### src/design/khm_defines.svh
// Offsets, field positions, reset values and timing counts of the host mailbox
`ifndef KHM_DEFINES_SVH
`define KHM_DEFINES_SVH
`define KHM_DATA_PORT 8'h60
`define KHM_CMD_PORT 8'h64
`define KHM_ST_OUT_FULL 0
`define KHM_ST_IN_FULL 1
`define KHM_ST_CD 3
`define KHM_ST_RST 8'h00
`define KHM_ST_USER_MASK 8'hf4
`define KHM_P2_RST 8'hcc
`define KHM_P2_A20 1
`define KHM_P2_MOUSE_DAT 2
`define KHM_P2_MOUSE_CLK 3
`define KHM_P2_KBD_IRQ 4
`define KHM_P2_AUX_IRQ 5
`define KHM_P2_KBD_CLK 6
`define KHM_P2_KBD_DAT 7
`define KHM_PIN_KBD_CLK 0
`define KHM_PIN_KBD_DAT 1
`define KHM_PIN_MOUSE_CLK 2
`define KHM_PIN_MOUSE_DAT 3
`define KHM_CLK_NS 10
`define KHM_DRIVE_NS 500
`define KHM_DRIVE_CYC (`KHM_DRIVE_NS / `KHM_CLK_NS)
`endif

### src/design/khm_pkg.sv
// Types shared by the host mailbox modules
package khm_pkg;
    // Controller power state, Gray along run, halt, stop
    typedef enum logic [1:0] {
        KHM_PWR_RUN = 2'b00,
        KHM_PWR_HALT = 2'b01,
        KHM_PWR_STOP = 2'b11
    } khm_pwr_e;
    typedef logic [7:0] khm_byte_t;
endpackage

### src/design/khm_drv_if.sv
// Port-pin driver link between mailbox core and pin driver
`timescale 1ns/1ps
`default_nettype none
interface khm_drv_if;
    logic level;
    logic open_drain;
    logic pin_o;
    logic pin_oe_n;
    modport ctrl (output level, output open_drain, input pin_o, input pin_oe_n);
    modport drv (input level, input open_drain, output pin_o, output pin_oe_n);
endinterface
`default_nettype wire

### src/design/khm_mailbox.sv
// Host mailbox core: buffers, status, host irqs, port pins and power state
`timescale 1ns/1ps
`default_nettype none
`include "khm_defines.svh"
module khm_mailbox import khm_pkg::*; #(
    parameter int DRIVE_CYC = `KHM_DRIVE_CYC
) (
    // Clock and reset
    input wire logic clock,
    input wire logic srst,
    // Host I/O cycles, already decoded from the bus
    input wire logic [7:0] host_addr,
    input wire logic host_wr,
    input wire logic host_rd,
    input wire logic [7:0] host_wdata,
    output logic [7:0] host_rdata,
    output logic host_rvalid,
    // Microcontroller buffer access
    input wire logic uc_out_wr,
    input wire logic [7:0] uc_out_data,
    input wire logic uc_in_rd,
    output logic [7:0] uc_in_data,
    input wire logic uc_status_wr,
    input wire logic [7:0] uc_status_user,
    output logic [7:0] uc_status,
    // Microcontroller port two
    input wire logic uc_port2_wr,
    input wire logic [7:0] uc_port2_data,
    output logic [7:0] uc_port2,
    // Microcontroller instructions and interrupt control
    input wire logic uc_en_flags,
    input wire logic uc_halt,
    input wire logic uc_stop,
    input wire logic uc_in_full_irq_en,
    input wire logic timer_ovf,
    input wire logic uc_timer_ack,
    output logic uc_in_full_irq,
    output logic uc_timer_irq,
    // Power control
    output logic alu_clk_en,
    output logic timer_clk_en,
    output logic osc_en,
    output logic wake_call_irq,
    output logic wake_next_instr,
    // Host interrupts
    output logic kbd_irq_out,
    output logic aux_irq_out,
    // Gate A20 pin
    input wire logic cfg_open_drain,
    output logic gate_a20_o,
    output logic gate_a20_oe_n,
    // Keyboard and mouse open-drain pins
    input wire logic [3:0] kbd_mouse_pin_i,
    output logic [3:0] kbd_mouse_pin_o,
    output logic [3:0] kbd_mouse_pin_oe_n,
    output logic [3:0] pin_readback
);
    localparam khm_byte_t ST_USER = `KHM_ST_USER_MASK;

    khm_byte_t in_buf_q;
    khm_byte_t out_buf_q;
    khm_byte_t user_q;
    khm_byte_t port2_q;
    logic out_full_q;
    logic out_full_d;
    logic in_full_q;
    logic in_full_d;
    logic cd_q;
    logic flags_en_q;
    logic timer_irq_q;
    khm_pwr_e pwr_q;
    logic host_hit;
    logic host_in_wr;
    logic host_data_rd;

    // Only the two documented ports answer; other addresses are ignored
    assign host_hit = (host_addr == `KHM_DATA_PORT) || (host_addr == `KHM_CMD_PORT);
    assign host_in_wr = host_wr && host_hit;
    assign host_data_rd = host_rd && (host_addr == `KHM_DATA_PORT);

    // Input buffer and command/data bit taken on each host write
    always_ff @(posedge clock) begin
        if (srst) begin
            in_buf_q <= 8'h00;
            cd_q <= 1'b0;
        end else if (host_in_wr) begin
            in_buf_q <= host_wdata;
            cd_q <= host_addr[2];
        end
    end

    // Input-full: a host write in the clearing cycle wins
    always_comb begin
        in_full_d = in_full_q;
        if (uc_in_rd) begin
            in_full_d = 1'b0;
        end
        if (host_in_wr) begin
            in_full_d = 1'b1;
        end
    end

    // Output-full: a controller write in the clearing cycle wins
    always_comb begin
        out_full_d = out_full_q;
        if (host_data_rd) begin
            out_full_d = 1'b0;
        end
        if (uc_out_wr) begin
            out_full_d = 1'b1;
        end
    end

    // Flag state and output buffer
    always_ff @(posedge clock) begin
        if (srst) begin
            in_full_q <= 1'b0;
            out_full_q <= 1'b0;
            out_buf_q <= 8'h00;
        end else begin
            in_full_q <= in_full_d;
            out_full_q <= out_full_d;
            if (uc_out_wr) begin
                out_buf_q <= uc_out_data;
            end
        end
    end

    // User bits of status, writable only by the controller
    always_ff @(posedge clock) begin
        if (srst) begin
            user_q <= `KHM_ST_RST;
        end else if (uc_status_wr) begin
            user_q <= uc_status_user & ST_USER;
        end
    end

    // Host read data, returned one cycle after the strobe
    always_ff @(posedge clock) begin
        if (srst) begin
            host_rdata <= 8'h00;
            host_rvalid <= 1'b0;
        end else begin
            host_rvalid <= host_rd && host_hit;
            if (host_rd && host_addr == `KHM_CMD_PORT) begin
                host_rdata <= {user_q[7:4], cd_q, user_q[2], in_full_q, out_full_q};
            end else if (host_data_rd) begin
                host_rdata <= out_buf_q;
            end
        end
    end

    // Controller view of buffers and status; status is one cycle behind the flags, input data is not
    always_ff @(posedge clock) begin
        if (srst) begin
            uc_in_data <= 8'h00;
            uc_status <= `KHM_ST_RST;
        end else begin
            uc_in_data <= host_in_wr ? host_wdata : in_buf_q;
            uc_status <= {user_q[7:4], cd_q, user_q[2], in_full_q, out_full_q};
        end
    end

    // Port two latch; reset value keeps both irqs low and all pins low
    always_ff @(posedge clock) begin
        if (srst) begin
            port2_q <= `KHM_P2_RST;
            uc_port2 <= `KHM_P2_RST;
        end else begin
            if (uc_port2_wr) begin
                port2_q <= uc_port2_data;
            end
            uc_port2 <= port2_q;
        end
    end

    // Flag enabling latches until reset; no instruction turns it off
    always_ff @(posedge clock) begin
        if (srst) begin
            flags_en_q <= 1'b0;
        end else if (uc_en_flags) begin
            flags_en_q <= 1'b1;
        end
    end

    // Host interrupts, registered so the pins never glitch
    always_ff @(posedge clock) begin
        if (srst) begin
            kbd_irq_out <= 1'b0;
            aux_irq_out <= 1'b0;
        end else if (flags_en_q) begin
            kbd_irq_out <= port2_q[`KHM_P2_KBD_IRQ] & out_full_q;
            aux_irq_out <= port2_q[`KHM_P2_AUX_IRQ] & ~in_full_q;
        end else begin
            kbd_irq_out <= port2_q[`KHM_P2_KBD_IRQ];
            aux_irq_out <= port2_q[`KHM_P2_AUX_IRQ];
        end
    end

    // Controller interrupt sources; a new overflow beats the acknowledge
    always_ff @(posedge clock) begin
        if (srst) begin
            timer_irq_q <= 1'b0;
            uc_in_full_irq <= 1'b0;
            uc_timer_irq <= 1'b0;
        end else begin
            if (timer_ovf) begin
                timer_irq_q <= 1'b1;
            end else if (uc_timer_ack) begin
                timer_irq_q <= 1'b0;
            end
            uc_in_full_irq <= in_full_q & uc_in_full_irq_en;
            uc_timer_irq <= timer_irq_q;
        end
    end

    // Power state; reset itself is the other exit and restarts at zero
    always_ff @(posedge clock) begin
        if (srst) begin
            pwr_q <= KHM_PWR_RUN;
        end else begin
            unique case (pwr_q)
                KHM_PWR_RUN: begin
                    if (uc_stop) begin
                        pwr_q <= KHM_PWR_STOP;
                    end else if (uc_halt) begin
                        pwr_q <= KHM_PWR_HALT;
                    end
                end
                KHM_PWR_HALT: begin
                    if (host_in_wr) begin
                        pwr_q <= KHM_PWR_RUN;
                    end
                end
                KHM_PWR_STOP: begin
                    if (host_in_wr) begin
                        pwr_q <= KHM_PWR_RUN;
                    end
                end
                default: begin
                    pwr_q <= KHM_PWR_RUN;
                end
            endcase
        end
    end

    // Clock gates and wake pulses; a host write wake chooses irq or next
    always_ff @(posedge clock) begin
        if (srst) begin
            alu_clk_en <= 1'b1;
            timer_clk_en <= 1'b1;
            osc_en <= 1'b1;
            wake_call_irq <= 1'b0;
            wake_next_instr <= 1'b0;
        end else begin
            alu_clk_en <= (pwr_q == KHM_PWR_RUN);
            timer_clk_en <= (pwr_q != KHM_PWR_STOP);
            osc_en <= (pwr_q != KHM_PWR_STOP);
            wake_call_irq <= (pwr_q != KHM_PWR_RUN) && host_in_wr && uc_in_full_irq_en;
            wake_next_instr <= (pwr_q != KHM_PWR_RUN) && host_in_wr && !uc_in_full_irq_en;
        end
    end

    // Gate A20: port bit out through the shared pin driver
    khm_drv_if a20_if ();
    assign a20_if.level = port2_q[`KHM_P2_A20];
    // Open-drain is chosen by cfg_open_drain; no input or invert path exists
    assign a20_if.open_drain = cfg_open_drain;
    assign gate_a20_o = a20_if.pin_o;
    assign gate_a20_oe_n = a20_if.pin_oe_n;
    khm_port_driver #(.HIGH_CYC(DRIVE_CYC)) u_a20_drv (
        .clock(clock),
        .srst(srst),
        .pin(a20_if.drv)
    );

    // Keyboard/mouse pins only ever pull low: inverted port bits enable drive
    always_ff @(posedge clock) begin
        if (srst) begin
            kbd_mouse_pin_o <= 4'h0;
            kbd_mouse_pin_oe_n <= 4'h0;
        end else begin
            kbd_mouse_pin_o <= 4'h0;
            kbd_mouse_pin_oe_n[`KHM_PIN_KBD_CLK] <= ~port2_q[`KHM_P2_KBD_CLK];
            kbd_mouse_pin_oe_n[`KHM_PIN_KBD_DAT] <= ~port2_q[`KHM_P2_KBD_DAT];
            kbd_mouse_pin_oe_n[`KHM_PIN_MOUSE_CLK] <= ~port2_q[`KHM_P2_MOUSE_CLK];
            kbd_mouse_pin_oe_n[`KHM_PIN_MOUSE_DAT] <= ~port2_q[`KHM_P2_MOUSE_DAT];
        end
    end

    // Pin levels read back through the synchroniser
    khm_sync #(.WIDTH(4)) u_pin_sync (
        .clock(clock),
        .srst(srst),
        .async_in(kbd_mouse_pin_i),
        .sync_out(pin_readback)
    );
endmodule
`default_nettype wire

### src/design/khm_port_driver.sv
// Port pin driver with brief active-high drive or open-drain mode
`timescale 1ns/1ps
`default_nettype none
`include "khm_defines.svh"
module khm_port_driver import khm_pkg::*; #(
    parameter int HIGH_CYC = `KHM_DRIVE_CYC
) (
    // Clock and reset
    input wire logic clock,
    input wire logic srst,
    // Pin control
    khm_drv_if.drv pin
);
    localparam logic [7:0] HC8 = 8'(HIGH_CYC);
    localparam int HC = HIGH_CYC;
    logic prev_q;
    logic [7:0] cnt_q;

    // Drive high only long enough to beat the pull-up's slow edge
    always_ff @(posedge clock) begin
        if (srst) begin
            prev_q <= 1'b0;
            cnt_q <= 8'h00;
            pin.pin_o <= 1'b0;
            pin.pin_oe_n <= 1'b0;
        end else begin
            prev_q <= pin.level;
            if (!pin.level) begin
                pin.pin_o <= 1'b0;
                pin.pin_oe_n <= 1'b0;
                cnt_q <= 8'h00;
            end else if (pin.open_drain) begin
                pin.pin_oe_n <= 1'b1;
                cnt_q <= 8'h00;
            end else if (!prev_q) begin
                pin.pin_o <= 1'b1;
                pin.pin_oe_n <= 1'b0;
                cnt_q <= HC8;
            end else if (cnt_q > 8'h01) begin
                cnt_q <= cnt_q - 8'h01;
            end else begin
                pin.pin_oe_n <= 1'b1;
                cnt_q <= 8'h00;
            end
        end
    end
endmodule
`default_nettype wire

### src/design/khm_sync.sv
// Three-stage pin synchroniser that accepts a change once stages agree
`timescale 1ns/1ps
`default_nettype none
module khm_sync import khm_pkg::*; #(
    parameter int WIDTH = 4
) (
    // Clock and reset
    input wire logic clock,
    input wire logic srst,
    // Pin levels in, settled levels out
    input wire logic [WIDTH-1:0] async_in,
    output logic [WIDTH-1:0] sync_out
);
    logic [WIDTH-1:0] s1_q;
    logic [WIDTH-1:0] s2_q;
    logic [WIDTH-1:0] s3_q;

    // Shift chain; the first stage feeds only the second
    always_ff @(posedge clock) begin
        if (srst) begin
            s1_q <= '0;
            s2_q <= '0;
            s3_q <= '0;
        end else begin
            s1_q <= async_in;
            s2_q <= s1_q;
            s3_q <= s2_q;
        end
    end

    // Per bit, take the level once two stages agree
    for (genvar i = 0; i < WIDTH; i++) begin : g_bit
        always_ff @(posedge clock) begin
            if (srst) begin
                sync_out[i] <= 1'b0;
            end else if (s2_q[i] == s3_q[i]) begin
                sync_out[i] <= s3_q[i];
            end
        end
    end
endmodule
`default_nettype wire

### config.mk
export PLATFORM = sky130hd
export DESIGN_NAME = khm_mailbox
export DESIGN_NICKNAME = d
export VERILOG_FILES = /design/src/design/khm_pkg.sv /design/src/design/khm_drv_if.sv /design/src/design/khm_mailbox.sv /design/src/design/khm_port_driver.sv /design/src/design/khm_sync.sv
export VERILOG_INCLUDE_DIRS = /design/src /design/src/design
export SDC_FILE = /design/constraint.sdc
export NUM_CORES = 1
export LEC_CHECK = 0
export BUFFER_PORTS_ARGS = -buffer_cell sky130_fd_sc_hd__buf_2
export CELL_PAD_IN_SITES_DETAIL_PLACEMENT = 0
export CELL_PAD_IN_SITES_GLOBAL_PLACEMENT = 1
export CORE_MARGIN = 2
export CORE_UTILIZATION = 40
export DETAILED_ROUTE_END_ITERATION = 6
export GPL_ROUTABILITY_DRIVEN = 0
export MAX_ROUTING_LAYER = met4
export PLACE_DENSITY_LB_ADDON = 0.1
export SETUP_SLACK_MARGIN = 0.15
export SLEW_MARGIN = 10
export SYNTH_ARGS = -nofsm -noshare
export SYNTH_HDL_FRONTEND = slang
export SYNTH_SLANG_ARGS = --single-unit
export TNS_END_PERCENT = 5
### constraint.sdc
create_clock -name clock -period 3.3 [get_ports clock]
set_input_delay 0.165 -clock clock [delete_from_list [all_inputs] [get_ports clock]]
set_output_delay 0.165 -clock clock [all_outputs]
set_load 0.005 [all_outputs]
==> impl_metrics.ini, run 1 <==
[finish]
instances_no_fill = 565
diodes = 0
nNetsFinal = 513
drive_gt1_frac = 0.2932
design_area_um2 = 4404
fill_cells = 837
final_cell_mix = 107 x buf_2, 99 x dfxtp_1, 33 x mux2i_1, 31 x nor2_1, 29 x nor2b_1
final_common_cell = buf_2
seqCellArea_um2 = 1982
areaGrowthSynthToFinish_pct = 24.65
multi_input_area_um2 = 1399

[global_route]
antenna_found_initial = 0
grt_pass1_vias = 2476
grt_first_pass_wirelength_um = 11790
track_usage = 0.1562
grt_start_max_net_pins = 55
overflow = 0

[worst_setup_path]
cp_max_fo = 6
cp_top_family = flip-flops
endpoint_kind = flop
worstPathCellList = inv_1 > ha_1 > nor2_1 > nor3_1 > o311a_1
cp.arrival_ns = 1.91
cp.buffers_inverters = 1
critPathKind = reg2reg
cp-start-kind = flop
max_stage_delay_ns = 0.48
required_ns = 3.55
crit_slowest_cell = dfxtp_1

[synthesis]
synth_edf_count = 0
yosysSeqAreaShare = 0.5609
synth_cells = 343
ys_async_sr_fraction = 0
syn_area_um2 = 3533
ys_ff_latch = 99
yosysWarnings = 0
synth_cell_types = 46
synth_area_per_cell_um2 = 10.30
ys.flop_type = dfxtp_1

[power]
power.density_nw_per_um2 = 491.1
sequentialPowerShare = 0.582
p_leak_uw = 0.001955
p_comb_frac = 0.077
p_int_uw = 1613
swShare = 0.2540
clock_power_share = 0.342
switching_power_uw = 549.4
ir_drop_uv = 191.3
power_uw = 2163

[detailed_routing]
wire_per_inst_um = 12.89
via_per_inst = 4.742
first_pass_iters = 4
totalWireLength_um = 7285
drt_iter0_drc = 80
postRouteAntennaNets = 0
vias = 2679
drcViolationCount = 0

[sta]
worst_pin_slew_ns = 0.9701
setup_viol = 0
hold_viol = 0
slew_headroom = 0.3532
setup_slack_ns = 1.638
rsz0062_at_grt = no
fin_skew_ns = 0.007209
drv_slew = 0
fin_crit_sh = 0.5036
fmax_mhz = 601.7
period_minus_slack_ns = 1.662
tns_ns = 0

[hold_path]
hold_path.class = in2reg

[flow_run]
drv_cap = 0

[floorplan]
fp.dieW_um = 97.99
die_area_um2 = 9601
core-area_um2 = 8636
num_io_pins = 115
start_util = 0.4092
fp.dieH_um = 97.99
rows = 34

[run_status]
status = completed

[placement]
dp_hpwl_um = 4912
dp.cells = 539
dp_worst_setup_slack_ns = 1.339
placed_area_um2 = 4119
io_buffers = 107

[cts]
clkTransAtPathRegs_ns = 0.09
clock_sinks = 99
tritoncts = done
numCtsBuffers = 9
cts_buffer_depth = 2
h-tree-depth = 3
post_cts_resized = 0
clk_latency_ns = 0.35
cts-root-buf = clkbuf_8
area by class of cell:
class	count	area share
clock inverters	7	0.01392
repair buffers	120	0.1494
clock buffers	9	0.02813
flip-flops and latches	99	0.4500
inverters	12	0.01023
multi-input cells	210	0.3176
well taps	108	0.03068
logic make-up (layout without fill, tap and decap cells):
group	count (synthesis)	in the layout	share of synthesized area
compound gates	45	45	0.08357
xor+xnor	1	1	0.002479
other cells	1	4	0.001061
flops	99	99	0.5609
mux	34	34	0.09667
simple gates	124	124	0.2001
buf+inv	37	148	0.04816
fa+ha+maj	2	2	0.007081
layer usage:
| layer | GRT usage | up-vias | routed length, um |
|---|---|---|---|
| met5 | - | - | 0 |
| met4 | 0.06731 | 0 | 73 |
| met3 | 0.03508 | 6 | 363 |
| met2 | 0.2323 | 66 | 3319 |
| met1 | 0.2049 | 1228 | 3528 |
| li1 | - | 1379 | - |
registers in the layout, indices dropped and copies added (netlist names), 2 cells and up:
name / count
host_rdata: 8
kbd_mouse_pin_oe_n: 4
out_buf_q: 8
port2_q: 8
pwr_q: 2
u_a20_drv.cnt_q: 8
u_pin_sync.s1_q: 4
u_pin_sync.s2_q: 4
u_pin_sync.s3_q: 4
u_pin_sync.sync_out: 4
uc_in_data: 8
uc_port2: 8
uc_status: 8
user_q: 5
timing repair:
action                                 in CTS  in global routing
endpoints found under the hold margin      10                  0
buffers inserted                            0                  0
hold buffers                               10                  0
metrics by stage:
step	hold slack (ns)	utilization
floorplan	0.2443	-
global placement	0.3612	0.4770
detailed placement	0.3719	0.4770
CTS	0.005065	0.5100
global route	0.02377	0.5100
finish	0.01814	0.5100
synthesized netlist by cell type, types with 2 or more instances:
master    number  area share
nand2_1        5      0.0053
a31oi_1       10       0.018
buf_4          7       0.015
dfxtp_1       99        0.56
nand3b_1       2      0.0042
nor2_1        31       0.033
clkbuf_1      13       0.014
nor2b_1       29       0.051
o21ai_0        7      0.0099
a211o_1        4      0.0099
nand2b_1      18       0.032
a21oi_1        9       0.013
inv_1         12       0.013
nor3_1         8       0.011
nand4_1        8       0.014
nand3_1        2      0.0028
or2_2          2      0.0035
a21boi_0       3      0.0064
ha_1           2      0.0071
nor3b_1        8       0.017
mux2i_1       33       0.093
buf_2          4      0.0057
o31ai_1        4      0.0085
final timing paths:
kind,from,end,slack (ns),cells past startpoint
min,kbd_mouse_pin_i[3],u_pin_sync.s1_q[3],0.02,2
min reg2reg,port2_q[2],kbd_mouse_pin_oe_n[3],0.42,1
max reg2reg,u_a20_drv.cnt_q[1],u_a20_drv.pin.pin_oe_n,1.64,5
max,u_a20_drv.cnt_q[1],u_a20_drv.pin.pin_oe_n,1.64,5
power by group through the flow:
stage	Clock, uW	Combinational (uW)	Sequential [uW]
3_3_place_gp	0	156	1290
4_1_cts	767	168	1260
6_report	739	165	1260
2_1_floorplan	0	96.8	1280
5_1_grt	813	186	1270
3_5_place_dp	0	159	1290
Note: power is estimated with default switching activity, not from simulation.
==> run 2: changes to the inputs <==
--- a/config.mk
+++ b/config.mk
@@ -10,7 +10,7 @@
 export CELL_PAD_IN_SITES_DETAIL_PLACEMENT = 0
 export CELL_PAD_IN_SITES_GLOBAL_PLACEMENT = 1
 export CORE_MARGIN = 2
-export CORE_UTILIZATION = 40
+export CORE_UTILIZATION = 37
 export DETAILED_ROUTE_END_ITERATION = 6
 export GPL_ROUTABILITY_DRIVEN = 0
 export MAX_ROUTING_LAYER = met4
==> constraint.sdc (replaced) <==
create_clock -name clock -period 1.6 [get_ports clock]
set_input_delay 0.08 -clock clock [delete_from_list [all_inputs] [get_ports clock]]
set_output_delay 0.08 -clock clock [all_outputs]
set_load 0.005 [all_outputs]
==> run 2 against run 1 <==
Against the previous run:
- routed wire length rose by 5.8%
- global-route usage fell by 0.93 points
- core utilization rose by 1.6 points
- non-clock buffer count rose by 40
- combinational power rose to 2.5 times the previous value
- clock skew rose by 0.0048 ns
- setup slack got worse by 1.5 ns
- critical path depth did not move
- register-to-register slack got worse by 1.5 ns
- critical endpoint is now u_a20_drv.cnt_q[6]
- largest cell class unchanged
- highest routed layer unchanged
==> impl_metrics.ini, run 2 (synthesis results as in run 1) <==
[global_route]
antenna_found_initial = 0
grt_first_pass_wirelength_um = 11540
overflow = 0
grt_start_max_net_pins = 39
track_usage = 0.1470
grt_pass1_vias = 2533

[placement]
dp_hpwl_um = 5077
io_buffers = 107
dp_worst_setup_slack_ns = 0.09291

[detailed_routing]
via_per_inst = 4.511
postRouteAntennaNets = 0
vias = 2824
totalWireLength_um = 7707
wire_per_inst_um = 12.31
drcViolationCount = 0
first_pass_iters = 6
drt_iter0_drc = 56

[sta]
rsz0062_at_grt = yes
fin_crit_sh = 0.8842
period_minus_slack_ns = 1.415
fmax_mhz = 706.8
drv_slew = 0
fin_skew_ns = 0.01198
setup_slack_ns = 0.1852
hold_viol = 0
tns_ns = 0
setup_viol = 0

[worst_setup_path]
timing.rr.end = u_a20_drv.cnt_q[6]
critPathKind = reg2reg
cp_max_fo = 8
crit_start = u_a20_drv.cnt_q[0]
ff2ff_setup_slack_ns = 0.19
cp.arrival_ns = 1.71
endpoint_kind = flop
required_ns = 1.90
timing.critical_path.to = u_a20_drv.cnt_q[6]
cp-start-kind = flop
r2r_start = u_a20_drv.cnt_q[0]
r2r_cells = 5

[floorplan]
core-area_um2 = 9240
num_io_pins = 115
rows = 35
start_util = 0.3824
fp.dieH_um = 101.7
fp.dieW_um = 101.7
die_area_um2 = 10350

[cts]
clock_sinks = 99
cts-root-buf = clkbuf_8
clk_latency_ns = 0.36
tritoncts = done
h-tree-depth = 3
numCtsBuffers = 9
clkTransAtPathRegs_ns = 0.10
cts_buffer_depth = 2

[finish]
final_cell_mix = 107 x buf_2, 95 x dfxtp_1, 42 x dlygate4sd3_1, 33 x mux2i_1, 31 x nor2_1
areaGrowthSynthToFinish_pct = 37.50
final_common_cell = buf_2
diodes = 0
fill_cells = 891
drive_gt1_frac = 0.3058
nNetsFinal = 553

[hold_path]
hold_path.class = in2reg

[power]
power.density_nw_per_um2 = 934.2
p_leak_uw = 0.002134
ir_drop_uv = 422.5

[flow_run]
drv_cap = 0

[run_status]
status = completed
==> run 2: changes by cell type in the layout (fill, tap and decap cells not counted), sizes merged <==
cell / change
clkinv: -1
inv: -1
buf: +8
clkinvlp: +1
dlygate4sd3: +32
clkbuf: +1
==> run 2: final cells by class <==
| type | instances | area, um^2 | share of cell area |
|---|---|---|---|
| Timing Repair Buffer | 160 | 1039 | 0.2138 |
| Multi-Input combinational cell | 210 | 1431 | 0.2946 |
| Sequential cell | 99 | 1994 | 0.4105 |
| Clock inverter | 6 | 60.06 | 0.01236 |
| Inverter | 12 | 45.04 | 0.009271 |
| Clock buffer | 10 | 127.6 | 0.02627 |
| Tap cell | 129 | 161.4 | 0.03322 |
==> run 2: critical path: stages, from the launching register on <==
cell and delay [ns]:
dfxtp_4 0.39, inv_2 0.07, ha_4 0.15, inv_1 0.08
or4_4 0.54, a21oi_2 0.13
==> run 2: worst min path at each step <==
stage | slack [ns] | cells past startpoint | to | from
floorplan | 0.16 | 1 | wake_next_instr | uc_in_full_irq_en
global placement | 0.28 | 2 | wake_next_instr | uc_in_full_irq_en
detailed placement | 0.28 | 2 | wake_next_instr | uc_in_full_irq_en
CTS | 0.02 | 3 | wake_call_irq | host_wr
global route | 0.02 | 3 | wake_call_irq | host_wr
finish | 0.04 | 3 | wake_call_irq | host_wr
==> run 2: through the flow <==
| step | hold WS, ns | power [uW] | area, um^2 | cells | utilization |
|---|---|---|---|---|---|
| 6_report | 0.03512 | 4539 | 4858 | 626 | 0.5258 |
| 5_1_grt | 0.01506 | 4729 | 4858 | 626 | 0.5258 |
| 4_1_cts | 0.01744 | 4585 | 4796 | 623 | 0.5190 |
| 3_5_place_dp | 0.2814 | 2987 | 4183 | 565 | 0.4527 |
| 3_3_place_gp | 0.2786 | 2982 | 4183 | 565 | 0.4527 |
| 2_1_floorplan | 0.1593 | 2848 | 3545 | 346 | - |
==> run 2: repair_timing <==
item                                    4_1_cts  5_1_grt
pin swaps                                     0        3
gates resized for setup                       1       15
endpoints found under the setup margin        6        6
setup buffers                                 0        3
hold buffers                                 42        0
hold endpoints to repair                     43        0
==> run 2: where the power goes <==
part           total, uW  switching, uW  internal [uW]
sequential          2590           42.2           2550
combinational        418            180            238
clock               1530            931            599
total               4540           1150           3390
==> run 2: routing by layer <==
layer  track usage  wire length, um  share of wire  vias to the layer above
met1        0.1939             3912           0.51                     1278
met5             -                0              0                        -
met4       0.06549               99          0.013                        0
met3       0.03106              348          0.045                        9
met2        0.2161             3347           0.43                       77
li1              -                -              -                     1460
